[config.mk]
export PLATFORM = sky130hd
export DESIGN_NAME = external_bus_strobe_control
export DESIGN_NICKNAME = d
export VERILOG_FILES = /design/src/include/ext_bus_pkg.sv /design/src/design/external_bus_strobe_control.sv
export VERILOG_INCLUDE_DIRS = /design/src /design/src/include
export SDC_FILE = /design/constraint.sdc
export NUM_CORES = 1
export LEC_CHECK = 0
export BUFFER_PORTS_ARGS = -buffer_cell sky130_fd_sc_hd__buf_2
export CAP_MARGIN = 30
export CORE_MARGIN = 3
export CORE_UTILIZATION = 25
export CTS_CLUSTER_DIAMETER = 150
export CTS_CLUSTER_SIZE = 28
export DETAILED_ROUTE_END_ITERATION = 10
export PLACE_DENSITY = 0.46
export SYNTH_ARGS = -nofsm -noshare
export SYNTH_HDL_FRONTEND = slang
export SYNTH_SLANG_ARGS = --single-unit
[constraint.sdc]
create_clock -name clk_i -period 1.65 [get_ports clk_i]
set_input_delay 0.165 -clock clk_i [delete_from_list [all_inputs] [get_ports clk_i]]
set_output_delay 0.165 -clock clk_i [all_outputs]
set_load 0.01 [all_outputs]
[src/include/ext_bus_defs.svh]
// timing counts and strap encodings for the external bus strobe block
`ifndef EXT_BUS_DEFS_SVH
`define EXT_BUS_DEFS_SVH
`define BCLK_DIV        4'h2
`define WIDTH_STRAP_16  1'h0
`define SCHEME_SPLIT    1'h0
`define SCHEME_COMBINED 1'h1
`endif

[src/include/ext_bus_pkg.sv]
// types shared by the external bus strobe block
package ext_bus_pkg;
  typedef struct packed {
    logic        write;
    logic [19:0] addr;
    logic [1:0]  space;
    logic [15:0] wdata;
  } bus_req_t;
  typedef struct packed {
    logic read_n;
    logic store_even_n;
    logic store_odd_n;
    logic ale;
  } strobes_t;
endpackage : ext_bus_pkg

[src/design/external_bus_strobe_control.sv]
// external bus strobe sequencer with hold, ready and write-strobe schemes
//
// Contract
// - split scheme, 16-bit bus: even store low for even, odd store for odd.
// - read strobe driven low during read; external data valid meanwhile.
// - combined scheme: single store strobe, upper byte enable low on odd address.
// - software selects split or combined scheme with scheme_i; combined uses upper_byte_enable_n_o, not the odd store.
// - bus request low puts block into hold, releasing the bus.
// - grant output low for the whole hold state only.
// - address latch strobe given each access for external address capture.
// - ready low stretches the current access until it returns high.
// - multiplexed bus: address then data on shared pins, separate phases.
// - four active-low space selects name the accessed space.
`timescale 1ns/100ps
`include "ext_bus_defs.svh"
module external_bus_strobe_control
(
  // clock and reset
  input  wire logic                 clk_i,
  input  wire logic                 nrst_i,
  // configuration
  input  wire logic                 scheme_i,
  input  wire logic                 width_strap_i,
  // access request from the core
  input  wire logic                 req_valid_i,
  input  wire ext_bus_pkg::bus_req_t req_i,
  output logic                      req_ready_o,
  output logic                      done_o,
  output logic [15:0]               rdata_o,
  // external bus pins
  input  wire logic                 bus_request_n_i,
  input  wire logic                 ready_i,
  output logic                      bus_grant_n_o,
  output logic                      bclk_o,
  output ext_bus_pkg::strobes_t     strobes_o,
  output logic                      upper_byte_enable_n_o,
  output logic [3:0]                space_select_n_o,
  output logic [19:0]               addr_o,
  input  wire logic [15:0]          ad_i,
  output logic [15:0]               ad_o,
  output logic                      ad_oe_o
);
  typedef enum logic [2:0] {IDLE, ADDR, DATA, WAITRDY, HOLD} state_t;
  state_t                state_reg;
  ext_bus_pkg::bus_req_t cur_reg;
  logic [3:0]            div_reg;
  logic                  tick;
  logic                  is_16;
  logic                  odd;

  assign is_16 = (width_strap_i == `WIDTH_STRAP_16);
  assign odd   = cur_reg.addr[0];
  assign tick  = (div_reg == `BCLK_DIV - 4'h1);

  // bus clock divider; phases advance on one-cycle ticks
  always_ff @(posedge clk_i or negedge nrst_i)
  begin
    if (!nrst_i)
    begin
      div_reg <= 4'h0;
      bclk_o  <= 1'b0;
    end
    else
    begin
      div_reg <= tick ? 4'h0 : div_reg + 4'h1;
      if (tick)
        bclk_o <= ~bclk_o;
    end
  end

  // access sequencer; hold only taken between accesses to avoid tearing one
  always_ff @(posedge clk_i or negedge nrst_i)
  begin
    if (!nrst_i)
    begin
      state_reg <= IDLE;
      cur_reg   <= '0;
    end
    else if (tick)
    begin
      case (state_reg)
        IDLE:
        begin
          if (!bus_request_n_i)
            state_reg <= HOLD;
          else if (req_valid_i)
          begin
            cur_reg   <= req_i;
            state_reg <= ADDR;
          end
        end
        ADDR:    state_reg <= DATA;
        DATA:    state_reg <= ready_i ? IDLE : WAITRDY;
        WAITRDY: state_reg <= ready_i ? IDLE : WAITRDY;
        HOLD:    state_reg <= bus_request_n_i ? IDLE : HOLD;
        default: state_reg <= IDLE;
      endcase
    end
  end

  // core handshake: accept in idle, pulse done at end of access
  always_ff @(posedge clk_i or negedge nrst_i)
  begin
    if (!nrst_i)
    begin
      req_ready_o <= 1'b0;
      done_o      <= 1'b0;
      rdata_o     <= 16'h0000;
    end
    else
    begin
      req_ready_o <= 1'b0;
      done_o      <= 1'b0;
      if (tick && state_reg == IDLE && bus_request_n_i && req_valid_i)
        req_ready_o <= 1'b1;
      if (tick && (state_reg == DATA || state_reg == WAITRDY) && ready_i)
      begin
        done_o <= 1'b1;
        if (!cur_reg.write)
          rdata_o <= ad_i; // sampled while read strobe is low
      end
    end
  end

  // pin drivers, all registered from the current state register, so they lag the state by one clock
  always_ff @(posedge clk_i or negedge nrst_i)
  begin
    if (!nrst_i)
    begin
      strobes_o             <= '{1'b1, 1'b1, 1'b1, 1'b0};
      upper_byte_enable_n_o <= 1'b1;
      bus_grant_n_o         <= 1'b1;
      space_select_n_o      <= 4'hF;
      addr_o                <= 20'h00000;
      ad_o                  <= 16'h0000;
      ad_oe_o               <= 1'b0;
    end
    else
    begin
      bus_grant_n_o <= (state_reg != HOLD);
      // read and store strobes idle high outside data phases, address latch strobe low outside the address phase
      strobes_o <= '{1'b1, 1'b1, 1'b1, 1'b0};
      upper_byte_enable_n_o <= 1'b1;
      space_select_n_o <= 4'hF;
      ad_oe_o <= 1'b0;
      if (state_reg == ADDR || state_reg == DATA || state_reg == WAITRDY)
      begin
        space_select_n_o <= ~(4'h1 << cur_reg.space);
        addr_o           <= cur_reg.addr;
      end
      if (state_reg == ADDR)
      begin
        strobes_o.ale <= 1'b1;
        ad_o          <= cur_reg.addr[15:0];
        ad_oe_o       <= 1'b1;
      end
      if (state_reg == DATA || state_reg == WAITRDY)
      begin
        ad_o    <= cur_reg.wdata;
        ad_oe_o <= cur_reg.write;
        if (!cur_reg.write)
          strobes_o.read_n <= 1'b0;
        else if (scheme_i == `SCHEME_SPLIT && is_16)
        begin
          strobes_o.store_even_n <= odd;
          strobes_o.store_odd_n  <= ~odd;
        end
        else
          strobes_o.store_even_n <= 1'b0;
        // combined scheme and the 8-bit split bus leave the odd store strobe high as set above
        if (scheme_i == `SCHEME_COMBINED)
          upper_byte_enable_n_o <= ~odd;
      end
    end
  end

  // in combined mode pin_odd_or_ube carries the upper byte enable; it drives no output, store_odd_n stays high
  logic pin_odd_or_ube;
  assign pin_odd_or_ube = (scheme_i == `SCHEME_COMBINED)
                          ? upper_byte_enable_n_o : strobes_o.store_odd_n;
endmodule : external_bus_strobe_control

==> summary.txt <==
Hold path
  • Tightest Hold Check Type: in -> reg
  • Hold path depth: 2

Global route
  • Initial antenna violation count: 0
  • Gr usage total: 10.6%
  • Vias in the first global route: 3067
  • Gr ovfl total: 0
  • Largest net degree at the start of global routing: 56
  • First-pass GRT wire length: 16100 um
  • M2 GR Usage: 17.1%
  • GRT busiest layer: met2
  • GR Util met3: 3.56%
  • Met1 Use GR: 12.9%

Power
  • Leak Pwr: 2.83 nW
  • Power Density: 1910 nW/um2
  • Peak supply drop: 0.000639 V
  • Power, Total: 11.0 mW

Critical path
  • Crit Path Category: reg -> reg
  • Top delay family on crit path: simple AND/OR/NAND/NOR gates
  • Buf/Inv on CP: 2
  • Levels on crit path: 5
  • Worst-path maximum fanout: 16
  • Worst path max stage delay: 0.41 ns
  • Crit end category: flip-flop
  • Worst setup SP type: flip-flop
  • FF-to-FF path depth: 5
  • Critical path arrival: 1.85 ns
  • Worst path slowest cell: dfrtp_1
  • Critical path, cell by cell: nor4b_4 > buf_4 > nand4b_4 > buf_12 > mux2_2
  • Critical path required time: 1.89 ns

Floorplan
  • Initial Utilization: 26.0%
  • Top Ports: 128
  • Total Die Area: 19100 um2
  • Core Rows: 47
  • Die Y-Extent: 138 um
  • CORE AREA: 16800 um2
  • Die Width: 138 um

Clock tree
  • Clk slew on worst S/H paths: 0.07 ns
  • Clock Sinks: 112
  • Worst-Skew Late Latency: 0.35 ns
  • CTS tree: built
  • CTS Buffer Depth: 2
  • Clock Tree Root: clkbuf_16
  • TritonCTS buffer count: 9
  • H-tree depth: 3

Route
  • Post-DR vias/cell: 4.18
  • DR DRC count: 0
  • Pre-antenna DRT Iters: 4
  • Drt wl/cell: 14.3 um
  • Via count: 2772
  • Routed WL: 9500 um
  • Initial DRC Count: 50
  • DRT antenna net count: 0

Logic synthesis
  • Syn_nets: 355
  • Register bit total from synthesis: 112
  • Synthesized area per cell: 14.9 um2
  • Synth Instances: 293
  • Netlist cell types: 31
  • Seq/Total Area, Yosys: 64.4%
  • Synthesis warning total: 0
  • Top FF cell, synth: dfrtp_1
  • Post-synth EDFFs: 0
  • Syn Std Cell Area: 4370 um2
  • Synth async-reset ratio: 100%

Flow run
  • MaxCap Viol Count: 0

STA
  • Final worst-path cycle share: 97.8%
  • Final hold vios: 0
  • RSZ-0062 raised after global routing: yes
  • Finish-stage setup viols: 0
  • Final Max Slew Viols: 0
  • Fmax achieved: 0.620 GHz
  • Worst-Margin Slew: 0.310 ns
  • PnR worst setup slack: 0.0368 ns
  • Clock Skews: 0.00861 ns
  • Max-slew headroom: 79.3%
  • Final min period: 1.61 ns

Placed design
  • Placer Congestion: 0.703
  • DP Area: 5370 um2
  • Hpwl dp: 6820 um
  • Pre-CTS WS: -0.0988 ns
  • Port Buffers: 127

Final layout
  • Max reg flops: 39
  • Antenna diodes: 0
  • Most frequent cells in the layout: 126 x buf_2, 103 x dfrtp_1, 76 x mux2_2, 21 x nand2_1, 17 x o21ai_0
  • Commonest non-fill, non-tap cell in the layout: buf_2
  • Final core utilization: 34.2%
  • Final Cell Area: 5750 um2
  • NumNets Final: 500
  • Ratio of cells with drive above 1 in the final layout: 57.3%
  • Area Growth Syn to Fin: 31.7%

Outcome
  • Status: finished clean
## final timing paths
check | slack [ns] | end | startpoint
worst max-delay path | 0.04 | rdata_o[15] | div_reg[3]
worst max register to register | 0.04 | rdata_o[15] | div_reg[3]
worst min-delay path | 0.04 | cur_reg[9] | req_i[9]
max in group asynchronous | 0.77 | space_select_n_o[1] | nrst_i
min in group asynchronous | 0.25 | ad_oe_o | nrst_i
worst min register to register | 0.47 | space_select_n_o[1] | cur_reg[16]
## worst reg2reg max path, cell delays in order (launching register included)
cell and delay [ns]:
dfrtp_1 0.41, nor4b_4 0.34, buf_4 0.20, nand4b_4 0.10, buf_12 0.17, mux2_2 0.29
## power breakdown
group	switching [mW]	total (mW)	internal, mW
Sequential	0.662	4.71	4.04
Clock	0.985	2.31	1.33
Combinational	1.83	3.99	2.16
Total	3.48	11.0	7.53
## final cells by class
cell class / count / area [um2]
tap: 220 / 275
inverter: 3 / 11.3
clock inverter: 6 / 83.8
clock buffer: 10 / 229
timing repair buffer: 149 / 878
multi-input combinational: 163 / 1460
fill: 1730 / 11100
sequential: 112 / 2810
## cells in the mapped netlist (all sizes together), types with 2 or more instances
library cell  instances  share of area (%)
dfstp                 9                5.4
o21ai                17                1.9
nor2                  7               0.60
nand3                 5               0.69
clkbuf                3               0.26
dfrtp               103                 59
nor4b                 2               0.89
inv                   3               0.26
nand2b                2               0.29
mux2i                16                3.7
nand2                21                1.8
buf                  12                2.1
mux2                 78                 20
xnor2                 2               0.40
## per-stage QoR
| step | setup TNS (ns) | hold slack (ns) | std cells |
|---|---|---|---|
| after floorplan | -0.0303 | -0.131 | 293 |
| after global placement | -0.910 | 0.0843 | 642 |
| after detailed placement | -1.49 | 0.0837 | 642 |
| after CTS | 0 | 0.0225 | 661 |
| after global routing | -0.0238 | 0.0278 | 663 |
| final | 0 | 0.0375 | 663 |
## what timing repair did
item / CTS / global route
setup buffers: 1 / 2
gates resized for setup: 1 / 2
hold endpoints to repair: 21 / 0
pin swaps: 1 / 1
setup endpoints to repair: 39 / 40
hold buffers: 2 / 0
## per-layer routing
metal  up-vias  part of all wire [%]
li1       1307                     -
met3        10                   6.6
met1      1375                    43
met5         -                     0
met2        80                    48
met4         0                   1.9
## cell families after synthesis
group	synth area share, %
simple gates	5.67
mux	23.9
buf+inv	2.61
compound gates	2.78
flops	64.4
xor+xnor	0.601
Note: power is estimated with default switching activity, not from simulation.
